File: src/codec_ctrl_params.svh
// Register map, reset values and word-length code of the codec control bank
`ifndef CODEC_CTRL_PARAMS_SVH
`define CODEC_CTRL_PARAMS_SVH

`define ADDR_W 12
`define OFF_AIC 12'h100
`define OFF_CR1 12'h104
`define OFF_CR2 12'h108
`define OFF_CLK 12'h10c
`define OFF_RATE 12'h110
`define OFF_PM1 12'h114
`define OFF_PM2 12'h118

`define RST_AIC 8'h0c
`define RST_CR1 8'haa
`define RST_CR2 8'h78
`define RST_CLK 4'h0
`define RST_RATE 8'h00
`define RST_PM1 8'hff
`define RST_PM2 6'h03

`define RDATA_ZERO 32'h0000_0000
`define WL_16 2'h0

`endif

File: src/codec_ctrl_pkg.sv
// Types shared by the codec control bank
package codec_ctrl_pkg;

	typedef enum logic [1:0] {
		gain_independent = 2'h0,
		gain_use_right = 2'h1,
		gain_use_left = 2'h2,
		gain_use_left_b = 2'h3
	} gain_couple_type;

	typedef enum logic [1:0] {
		word_16 = 2'h0,
		word_18 = 2'h1,
		word_20 = 2'h2,
		word_24 = 2'h3
	} word_length_type;

endpackage : codec_ctrl_pkg

File: src/voice_codec_control_regs.sv
// Control register bank of the voice-band audio codec
//
// Decided for this implementation: strobed register access.
`include "codec_ctrl_params.svh"

// Functional notes
// - Interface bits 3,2 choose serial; reset 1; software keeps them at 1.
// - Interface bits 1,0 choose DSP or I2S for DAC and ADC; reset 0.
// - Control one bit 7 powers down microphone bias buffer; reset 1.
// - Control one bit 6 selects stereo or mono DAC path; reset stereo.
// - Control one bit 5 soft-mutes the DAC; reset muted.
// - Control one bit 4 disables headphone signal; reset 0.
// - Control one bits 3,2 add DAC and bypass to mixer; reset 1,0.
// - Control one bit 1 mutes bridge-tied-load stage; reset 1.
// - Control two bit 7 enables DAC de-emphasis; reset off.
// - Word-length fields 6:5 and 4:3 reset to 11; only 00 works.
// - Control two bit 2 enables ADC high-pass filter; reset off.
// - Control two bit 1 selects microphone pair one or two; reset one.
// - Master clock field 3:0; 0000 is 12 MHz and the reset value.
// - DAC rate field 7:4 selects 96k down to 8k; reset 0000.
// - ADC rate field 3:0 uses the same mapping; reset 0000.
// - Power one bits 7..1 power down sections when set; reset 1.
// - Power two bits 5,4 couple the DAC mixing channel gains.
// - Power two bit 3 sets mic amp gain 0 or 20 dB; reset 0 dB.
// - Power two bit 2 powers down common-mode buffer; reset 0.
// - Power two bits 1,0 select full power-down and sleep; reset 1.
module voice_codec_control_regs (
	// Clock and reset
	input wire logic sys_clk,
	input wire logic rst_b,
	// Register port
	input wire logic [`ADDR_W-1:0] reg_addr,
	input wire logic [31:0] reg_wdata,
	input wire logic reg_write,
	input wire logic reg_read,
	output logic [31:0] reg_rdata,
	// Audio interface format
	output logic dac_serial,
	output logic adc_serial,
	output logic dac_i2s,
	output logic adc_i2s,
	// Mute and mixer routing
	output logic mic_bias_powerdown,
	output logic dac_mono,
	output logic dac_soft_mute,
	output logic headphone_disable,
	output logic mixer_dac_input,
	output logic mixer_bypass_input,
	output logic bridge_stage_mute,
	// Filters, sources and word length
	output logic deemphasis_enable,
	output codec_ctrl_pkg::word_length_type dac_word_length,
	output codec_ctrl_pkg::word_length_type adc_word_length,
	output logic word_length_unsupported,
	output logic adc_highpass_enable,
	output logic microphone_select,
	// Clocking
	output logic [3:0] master_clock_select,
	output logic master_clock_unsupported,
	output logic [3:0] dac_rate_select,
	output logic [3:0] adc_rate_select,
	// Power control
	output logic dac_powerdown,
	output logic output_stage_powerdown,
	output logic mixer_powerdown,
	output logic adc_powerdown,
	output logic line_input_powerdown,
	output logic bridge_conditioning_powerdown,
	output logic line_out_powerdown,
	output codec_ctrl_pkg::gain_couple_type mix_gain_couple,
	output logic mic_amp_gain,
	output logic common_mode_buffer_powerdown,
	output logic full_powerdown,
	output logic sleep_select
);

	// Storage, low bits of each register only
	logic [7:0] aic_q;
	logic [7:0] cr1_q;
	logic [7:0] cr2_q;
	logic [3:0] clk_q;
	logic [7:0] rate_q;
	logic [7:0] pm1_q;
	logic [5:0] pm2_q;
	logic [31:0] rdata_d;

	// Reset images; storage and outputs share one source so they cannot drift
	localparam logic [7:0] aic_rst = `RST_AIC;
	localparam logic [7:0] cr1_rst = `RST_CR1;
	localparam logic [7:0] cr2_rst = `RST_CR2;
	localparam logic [3:0] clk_rst = `RST_CLK;
	localparam logic [7:0] rate_rst = `RST_RATE;
	localparam logic [7:0] pm1_rst = `RST_PM1;
	localparam logic [5:0] pm2_rst = `RST_PM2;

	// Address decoded once; write and read paths share it
	logic hit_aic;
	logic hit_cr1;
	logic hit_cr2;
	logic hit_clk;
	logic hit_rate;
	logic hit_pm1;
	logic hit_pm2;
	logic hit_none;
	logic wr_aic;
	logic wr_cr1;
	logic wr_cr2;
	logic wr_clk;
	logic wr_rate;
	logic wr_pm1;
	logic wr_pm2;

	always_comb
	begin
		hit_aic = 1'b0;
		hit_cr1 = 1'b0;
		hit_cr2 = 1'b0;
		hit_clk = 1'b0;
		hit_rate = 1'b0;
		hit_pm1 = 1'b0;
		hit_pm2 = 1'b0;
		hit_none = 1'b0;
		if (reg_addr == `OFF_AIC)
			hit_aic = 1'b1;
		else if (reg_addr == `OFF_CR1)
			hit_cr1 = 1'b1;
		else if (reg_addr == `OFF_CR2)
			hit_cr2 = 1'b1;
		else if (reg_addr == `OFF_CLK)
			hit_clk = 1'b1;
		else if (reg_addr == `OFF_RATE)
			hit_rate = 1'b1;
		else if (reg_addr == `OFF_PM1)
			hit_pm1 = 1'b1;
		else if (reg_addr == `OFF_PM2)
			hit_pm2 = 1'b1;
		else
			hit_none = 1'b1;
	end

	// Strobe qualified here so each register block sees one enable
	// Unmapped writes fall through and change nothing
	always_comb
	begin
		wr_aic = reg_write && hit_aic;
		wr_cr1 = reg_write && hit_cr1;
		wr_cr2 = reg_write && hit_cr2;
		wr_clk = reg_write && hit_clk;
		wr_rate = reg_write && hit_rate;
		wr_pm1 = reg_write && hit_pm1;
		wr_pm2 = reg_write && hit_pm2;
	end

	// Interface register; bits 7:4 are reserved storage
	always_ff @(posedge sys_clk)
	begin
		if (!rst_b)
			aic_q <= `RST_AIC;
		else if (wr_aic)
			aic_q <= reg_wdata[7:0];
	end

	always_ff @(posedge sys_clk)
	begin
		if (!rst_b)
			cr1_q <= `RST_CR1;
		else if (wr_cr1)
			cr1_q <= reg_wdata[7:0];
	end

	always_ff @(posedge sys_clk)
	begin
		if (!rst_b)
			cr2_q <= `RST_CR2;
		else if (wr_cr2)
			cr2_q <= reg_wdata[7:0];
	end

	always_ff @(posedge sys_clk)
	begin
		if (!rst_b)
			clk_q <= `RST_CLK;
		else if (wr_clk)
			clk_q <= reg_wdata[3:0];
	end

	always_ff @(posedge sys_clk)
	begin
		if (!rst_b)
			rate_q <= `RST_RATE;
		else if (wr_rate)
			rate_q <= reg_wdata[7:0];
	end

	always_ff @(posedge sys_clk)
	begin
		if (!rst_b)
			pm1_q <= `RST_PM1;
		else if (wr_pm1)
			pm1_q <= reg_wdata[7:0];
	end

	always_ff @(posedge sys_clk)
	begin
		if (!rst_b)
			pm2_q <= `RST_PM2;
		else if (wr_pm2)
			pm2_q <= reg_wdata[5:0];
	end

	// Read mux; unmapped addresses and upper bits read zero
	always_comb
	begin
		rdata_d = `RDATA_ZERO;
		if (hit_none)
			rdata_d = `RDATA_ZERO;
		else if (hit_aic)
			rdata_d = {24'h00_0000, aic_q};
		else if (hit_cr1)
			rdata_d = {24'h00_0000, cr1_q};
		else if (hit_cr2)
			rdata_d = {24'h00_0000, cr2_q};
		else if (hit_clk)
			rdata_d = {28'h000_0000, clk_q};
		else if (hit_rate)
			rdata_d = {24'h00_0000, rate_q};
		else if (hit_pm1)
			rdata_d = {24'h00_0000, pm1_q};
		else if (hit_pm2)
			rdata_d = {26'h000_0000, pm2_q};
	end

	// Read data stands only in the cycle after the strobe
	always_ff @(posedge sys_clk)
	begin
		if (!rst_b)
			reg_rdata <= `RDATA_ZERO;
		else if (reg_read)
			reg_rdata <= rdata_d;
		else
			reg_rdata <= `RDATA_ZERO;
	end

	// Control outputs are registered copies; one cycle after the write
	always_ff @(posedge sys_clk)
	begin
		if (!rst_b)
		begin
			dac_serial <= aic_rst[3];
			adc_serial <= aic_rst[2];
			dac_i2s <= aic_rst[1];
			adc_i2s <= aic_rst[0];
		end
		else
		begin
			dac_serial <= aic_q[3];
			adc_serial <= aic_q[2];
			dac_i2s <= aic_q[1];
			adc_i2s <= aic_q[0];
		end
	end

	always_ff @(posedge sys_clk)
	begin
		if (!rst_b)
		begin
			mic_bias_powerdown <= cr1_rst[7];
			dac_mono <= cr1_rst[6];
			dac_soft_mute <= cr1_rst[5];
			headphone_disable <= cr1_rst[4];
			mixer_dac_input <= cr1_rst[3];
			mixer_bypass_input <= cr1_rst[2];
			bridge_stage_mute <= cr1_rst[1];
		end
		else
		begin
			mic_bias_powerdown <= cr1_q[7];
			dac_mono <= cr1_q[6];
			dac_soft_mute <= cr1_q[5];
			headphone_disable <= cr1_q[4];
			mixer_dac_input <= cr1_q[3];
			mixer_bypass_input <= cr1_q[2];
			bridge_stage_mute <= cr1_q[1];
		end
	end

	// Unsupported settings are flagged, not corrected: software owns them
	always_ff @(posedge sys_clk)
	begin
		if (!rst_b)
		begin
			deemphasis_enable <= cr2_rst[7];
			dac_word_length <= codec_ctrl_pkg::word_length_type'(cr2_rst[6:5]);
			adc_word_length <= codec_ctrl_pkg::word_length_type'(cr2_rst[4:3]);
			word_length_unsupported <= (cr2_rst[6:5] != `WL_16) ||
				(cr2_rst[4:3] != `WL_16);
			adc_highpass_enable <= cr2_rst[2];
			microphone_select <= cr2_rst[1];
		end
		else
		begin
			deemphasis_enable <= cr2_q[7];
			dac_word_length <= codec_ctrl_pkg::word_length_type'(cr2_q[6:5]);
			adc_word_length <= codec_ctrl_pkg::word_length_type'(cr2_q[4:3]);
			word_length_unsupported <= (cr2_q[6:5] != `WL_16) ||
				(cr2_q[4:3] != `WL_16);
			adc_highpass_enable <= cr2_q[2];
			microphone_select <= cr2_q[1];
		end
	end

	always_ff @(posedge sys_clk)
	begin
		if (!rst_b)
		begin
			master_clock_select <= clk_rst;
			master_clock_unsupported <= (clk_rst != `RST_CLK);
			dac_rate_select <= rate_rst[7:4];
			adc_rate_select <= rate_rst[3:0];
		end
		else
		begin
			master_clock_select <= clk_q;
			master_clock_unsupported <= (clk_q != `RST_CLK);
			dac_rate_select <= rate_q[7:4];
			adc_rate_select <= rate_q[3:0];
		end
	end

	always_ff @(posedge sys_clk)
	begin
		if (!rst_b)
		begin
			dac_powerdown <= pm1_rst[7];
			output_stage_powerdown <= pm1_rst[6];
			mixer_powerdown <= pm1_rst[5];
			adc_powerdown <= pm1_rst[4];
			line_input_powerdown <= pm1_rst[3];
			bridge_conditioning_powerdown <= pm1_rst[2];
			line_out_powerdown <= pm1_rst[1];
		end
		else
		begin
			dac_powerdown <= pm1_q[7];
			output_stage_powerdown <= pm1_q[6];
			mixer_powerdown <= pm1_q[5];
			adc_powerdown <= pm1_q[4];
			line_input_powerdown <= pm1_q[3];
			bridge_conditioning_powerdown <= pm1_q[2];
			line_out_powerdown <= pm1_q[1];
		end
	end

	always_ff @(posedge sys_clk)
	begin
		if (!rst_b)
		begin
			mix_gain_couple <=
				codec_ctrl_pkg::gain_couple_type'(pm2_rst[5:4]);
			mic_amp_gain <= pm2_rst[3];
			common_mode_buffer_powerdown <= pm2_rst[2];
			full_powerdown <= pm2_rst[1];
			sleep_select <= pm2_rst[0];
		end
		else
		begin
			// Bit 5 left, bit 4 right; both set means left
			mix_gain_couple <=
				codec_ctrl_pkg::gain_couple_type'(pm2_q[5:4]);
			mic_amp_gain <= pm2_q[3];
			common_mode_buffer_powerdown <= pm2_q[2];
			full_powerdown <= pm2_q[1];
			sleep_select <= pm2_q[0];
		end
	end

endmodule : voice_codec_control_regs

File: config.mk
export PLATFORM = sky130hd
export DESIGN_NAME = voice_codec_control_regs
export DESIGN_NICKNAME = d
export VERILOG_FILES = /design/src/codec_ctrl_pkg.sv /design/src/voice_codec_control_regs.sv
export VERILOG_INCLUDE_DIRS = /design/src /design/src/src
export SDC_FILE = /design/constraint.sdc
export NUM_CORES = 1
export LEC_CHECK = 0
export BUFFER_PORTS_ARGS = -buffer_cell sky130_fd_sc_hd__buf_4
export CAP_MARGIN = 30
export CORE_MARGIN = 2
export CORE_UTILIZATION = 40
export DETAILED_ROUTE_END_ITERATION = 10
export GPL_ROUTABILITY_DRIVEN = 0
export GPL_TIMING_DRIVEN = 1
export PLACE_DENSITY = 0.69
export REMOVE_ABC_BUFFERS = 1
export SYNTH_ARGS = -nofsm -noshare
export SYNTH_HDL_FRONTEND = slang
export SYNTH_SLANG_ARGS = --single-unit
File: constraint.sdc
create_clock -name sys_clk -period 2 [get_ports sys_clk]
set_input_delay 0.4 -clock sys_clk [delete_from_list [all_inputs] [get_ports sys_clk]]
set_output_delay 0.4 -clock sys_clk [all_outputs]
set_load 0.005 [all_outputs]
== Word level (Yosys, flattened, before mapping) ==
Cells that the tools add are included.

* Register bits: 127
* Bits of input ports: 48
* Output and inout bits: 77
* Word-level logic and storage cells: 106

* Eq/ne operators: 7
* Mux-type cells: 42
* Bitwise logic cells: 2
* Reduce and logical (&&, ||, !) cells: 13

{| class="wikitable"
|+ Operators by type and width
! cell !! number
|-
| == test 12 x 9 -> 1 bit (second input constant) || 7
|-
| two-way mux 8 bit || 6
|-
| two-way mux 1 bit || 35
|-
| OR reduction 9 bit || 1
|-
| logical AND 1 bit || 7
|-
| two-way mux 6 bit || 1
|-
| nonzero test 2 bit || 2
|-
| nonzero test 4 bit || 1
|-
| OR reduction 3 bit || 1
|-
| NOT 1 bit || 2
|-
| logical OR 1 bit || 1
|}

== Depth between registers and ports, before layout ==
* Word-level depth: 15
* Depth in mapped cells: 6
* Mapped depth without buffers: 4

== Least setup slack after synthesis ==
No wires, ideal clock.

* Path kind: input port to flip-flop
* From: in reg_addr[1]
* To: reg pm1_q[2]
* Setup time: 129 ps
* Arrival: 1753 ps
* Data required time: 1871 ps
* Slack: 117 ps
* Cell stages on the path: 5
* Buffers on the path: 1
* Path through: or4_4 nor4_2 buf_4 mux2i_1 nand2_1

* Word-level cells in the longest chain between the ends: 8
* Elaborated cells on any way between the ends: 13
* Classes of those cells: eq/ne: 6; mux: 6; reduce/logical: 1

{| class="wikitable"
|+ RTL lines
! item !! RTL line !! text
|-
| from (decl) || voice_codec_control_regs.sv:32 || <nowiki>input wire logic [`ADDR_W-1:0] reg_addr,</nowiki>
|-
| == test 12 x 9 -> 1 bit (no line) || n/a ||
|-
| two-way mux 1 bit || voice_codec_control_regs.sv:133 || <nowiki>else if (reg_addr == `OFF_PM1)</nowiki>
|-
| two-way mux 1 bit || voice_codec_control_regs.sv:131 || <nowiki>else if (reg_addr == `OFF_RATE)</nowiki>
|-
| two-way mux 1 bit || voice_codec_control_regs.sv:129 || <nowiki>else if (reg_addr == `OFF_CLK)</nowiki>
|-
| two-way mux 1 bit || voice_codec_control_regs.sv:127 || <nowiki>else if (reg_addr == `OFF_CR2)</nowiki>
|-
| two-way mux 1 bit || voice_codec_control_regs.sv:125 || <nowiki>else if (reg_addr == `OFF_CR1)</nowiki>
|-
| two-way mux 1 bit * || voice_codec_control_regs.sv:123 || <nowiki>if (reg_addr == `OFF_AIC)</nowiki>
|-
| logical AND 1 bit * || voice_codec_control_regs.sv:150 || <nowiki>wr_pm1 = reg_write && hit_pm1;</nowiki>
|-
| to (signal assigned) || voice_codec_control_regs.sv:198 || <nowiki>pm1_q <= `RST_PM1;</nowiki>
|-
| to (signal assigned) || voice_codec_control_regs.sv:200 || <nowiki>pm1_q <= reg_wdata[7:0];</nowiki>
|-
| to (decl) || voice_codec_control_regs.sv:83 || <nowiki>logic [7:0] pm1_q;</nowiki>
|}

Every way passes the cells marked *; elsewhere a longest branch is shown, timed or not.
A chain may end at the register's enable or synchronous reset.

== Final worst setup path ==
* From: in reg_addr[1]
* To: reg reg_rdata[1]

* Word-level cells in the longest chain between the ends: 15
* Elaborated cells on any way between the ends: 50
* Classes of those cells: eq/ne: 7; mux: 42; reduce/logical: 1

{| class="wikitable"
|+ RTL lines
! item !! RTL line !! text
|-
| == test 12 x 9 -> 1 bit (no line) || n/a ||
|-
| two-way mux 1 bit || voice_codec_control_regs.sv:135 || <nowiki>else if (reg_addr == `OFF_PM2)</nowiki>
|-
| two-way mux 1 bit || voice_codec_control_regs.sv:133 ||
|-
| two-way mux 1 bit || voice_codec_control_regs.sv:131 ||
|-
| two-way mux 1 bit || voice_codec_control_regs.sv:129 ||
|-
| two-way mux 1 bit || voice_codec_control_regs.sv:127 ||
|-
| two-way mux 1 bit || voice_codec_control_regs.sv:125 ||
|-
| two-way mux 1 bit || voice_codec_control_regs.sv:123 ||
|-
| two-way mux 6 bit || voice_codec_control_regs.sv:229 || <nowiki>else if (hit_pm2)</nowiki>
|-
| two-way mux 8 bit || voice_codec_control_regs.sv:227 || <nowiki>else if (hit_pm1)</nowiki>
|-
| two-way mux 8 bit || voice_codec_control_regs.sv:225 || <nowiki>else if (hit_rate)</nowiki>
|-
| two-way mux 8 bit || voice_codec_control_regs.sv:223 || <nowiki>else if (hit_clk)</nowiki>
|-
| two-way mux 8 bit || voice_codec_control_regs.sv:221 || <nowiki>else if (hit_cr2)</nowiki>
|-
| two-way mux 8 bit || voice_codec_control_regs.sv:219 || <nowiki>else if (hit_cr1)</nowiki>
|-
| two-way mux 8 bit || voice_codec_control_regs.sv:217 || <nowiki>else if (hit_aic)</nowiki>
|-
| to (signal assigned) || voice_codec_control_regs.sv:237 || <nowiki>reg_rdata <= `RDATA_ZERO;</nowiki>
|-
| to (signal assigned) || voice_codec_control_regs.sv:239 || <nowiki>reg_rdata <= rdata_d;</nowiki>
|-
| to (signal assigned) || voice_codec_control_regs.sv:241 || <nowiki>reg_rdata <= `RDATA_ZERO;</nowiki>
|-
| to (decl) || voice_codec_control_regs.sv:36 || <nowiki>output logic [31:0] reg_rdata,</nowiki>
|}

Several ways; a longest one is shown, not always the timed one.

==> results.cfg <==
[clock_network]
clockBufferDepth = 2
cts_root_buf = clkbuf_8
cts_resized = 0
postCtsSetupBuffers = 0
h-tree-depth = 3
clk-insertion-delay-late_ns = 0.36
cts_buffers = 9
cts.sinks = 103
ctsHoldBuffers = 0
cts_tree = built
clk_pin_slew_ns = 0.09

[placed_design]
detailed_place_hpwl_mm = 6.29
io_buffers = 76
placedInstanceArea_mm2 = 0.00465
post-place-cells = 609

[finish]
final_common_cell = dfxtp_1
final_nets = 535
fin_area_mm2 = 0.00483
final_cell_mix = dfxtp_1 (103), buf_4 (96), nand2_1 (47), mux2i_1 (35)
area_growth_pct = 23.1
antenna_cells = 0
stdcell_count = 624
drive_gt1_share_pct = 25.1

[grt]
grt_pass1_vias = 2774
antenna_found_initial = 0
grt_start_max_net_pins = 34
track_usage_pct = 17.2
globalRouteOverflowTotal = 0
grt_pass1_wl_mm = 13.9

[job]
cap_violations = 0

[timing]
clock_skew_ns = 0.00806
fin_crit_ns = 1.75
slew_viol_final = 0
report.final.hold_viol_count = 0
fin_crit_sh_pct = 87.3
setup_viol = 0
rsz0062_at_grt = no
max_freq_mhz = 573

[setup_path]
path_class = in2reg
crit_required_ns = 2.25
endpoint_kind = flop
cp_data_arrival_time_ns = 2.00
cp-start-kind = input pin
worstPathMaxFanout = 8

[power]
p_leak_nw = 2.18
max-vdd-ir-drop_mv = 0.403
power_density_mw_per_mm2 = 721

[logic_synthesis]
synth_warnings = 0
avgSynthCellArea_um2 = 9.78
synth_cell_type_count = 38
synth.area.mux_share_pct = 9.80
synth_seq_cells = 103
synthSimpleGateAreaFrac_pct = 20.1
synth-xor-area-share_pct = 0
synth_compound_area_share_pct = 8.65
synth_edf_count = 0
syn_inst = 401
synth_flop_cell = dfxtp_1
async_flop_share_pct = 0
synth_adder_area_share_pct = 0
seq_area_frac_synth_pct = 52.6
syn-cell-area_mm2 = 0.00392
synth_top_family_by_area = simple AND/OR/NAND/NOR gates

[route]
drtIter0Drc = 204
vias = 2945
vias_per_cell = 4.72
wirelength_mm = 8.86
drt-pass1-iter-count = 5
ant_nets = 0
drc = 0
routedWlPerCell_um = 14.2

[floorplan]
die_w_um = 103
die_h_um = 103
start_util_pct = 40.7
design.core.area_mm2 = 0.00964
rows = 36
dieArea_mm2 = 0.0106
num_io_pins = 125

[worst_hold_path]
min_path_type = in2reg

[outcome]
status = finished, final reports clean
-- layer usage --
layer  vias to the layer above  track usage, %  share of wire (%)
met1                      1357            23.7                 44
met5                         -               0                  0
li1                       1469               -                  -
met2                       107            27.2                 47
met4                         0            4.96                1.4
met3                        12            3.73                7.5
-- sequential cells by signal (all words and copies together) (netlist names), 2 cells and up --
name and cells:
dac_word_length 2, pm2_q 6, pm1_q 8, adc_word_length 2
aic_q 8, cr2_q 8, master_clock_select 4, rate_q 8
cr1_q 8, mix_gain_couple 2, adc_rate_select 4, reg_rdata 8
clk_q 4, dac_rate_select 4
-- report_power, final --
group          leakage [nW]  total (mW)  switching [mW]  internal [mW]
sequential            0.831        2.05       0.0000914           2.05
clock                0.0892        1.23           0.657          0.569
combinational          1.26       0.202           0.123         0.0788
total                  2.18        3.48           0.780           2.70
-- cells in the mapped netlist (12+ instances only) --
cell type	count	area, um^2
clkbuf_1	14	52.6
nand2_1	47	176
nand2b_1	16	100
a21oi_1	12	60.1
buf_4	25	188
and2_1	16	100
dfxtp_1	103	2060
inv_1	20	75.1
mux2i_1	35	350
nor2_1	22	82.6
o21ai_0	24	120
nor2b_1	13	81.3
-- cells by family (layout without fill, tap and decap cells) --
group           Yosys count  count (layout)
buf+inv                  65             132
mux                      37              37
compound gates           49              49
flops                   103             103
simple gates            146             146
other cells               1              24
-- path summary, 6_finish.rpt --
check          startpoint           end  slack, ns  cells after the start
max reg2reg      cr2_q[4]  reg_rdata[4]       0.87                      4
min reg2reg      aic_q[3]    dac_serial       0.46                      2
min          reg_wdata[7]      cr1_q[7]       0.28                      3
max           reg_addr[1]  reg_rdata[1]       0.25                      5
-- layout make-up --
type	count	area (um^2)
multi-input cells	256	1600
repair buffers	97	741
clock buffers	11	131
well taps	133	166
inverters	20	75.1
clock inverters	4	47.5
fillers	949	4810
flip-flops and latches	103	2060
-- worst max-delay path, cell delays in order --
cell,delay [ns]
buf_4,0.11
or4_4,0.58
nor3_4,0.26
o2111ai_4,0.29
a2111oi_2,0.35
-- through the flow --
step                      setup TNS [ns]  utilization [%]  power, mW  hold WS, ns  worst slack, ns
after floorplan                    -1.27                -       2.18        0.407           -0.207
after global placement            -0.245             48.2       2.29        0.429          -0.0798
after detailed placement          -0.370             48.2       2.30        0.445           -0.113
after CTS                              0             50.1       3.51        0.267            0.259
after global routing                   0             50.1       3.61        0.291            0.167
final                                  0             50.1       3.48        0.280            0.254
Note: power is estimated with default switching activity, not from simulation.
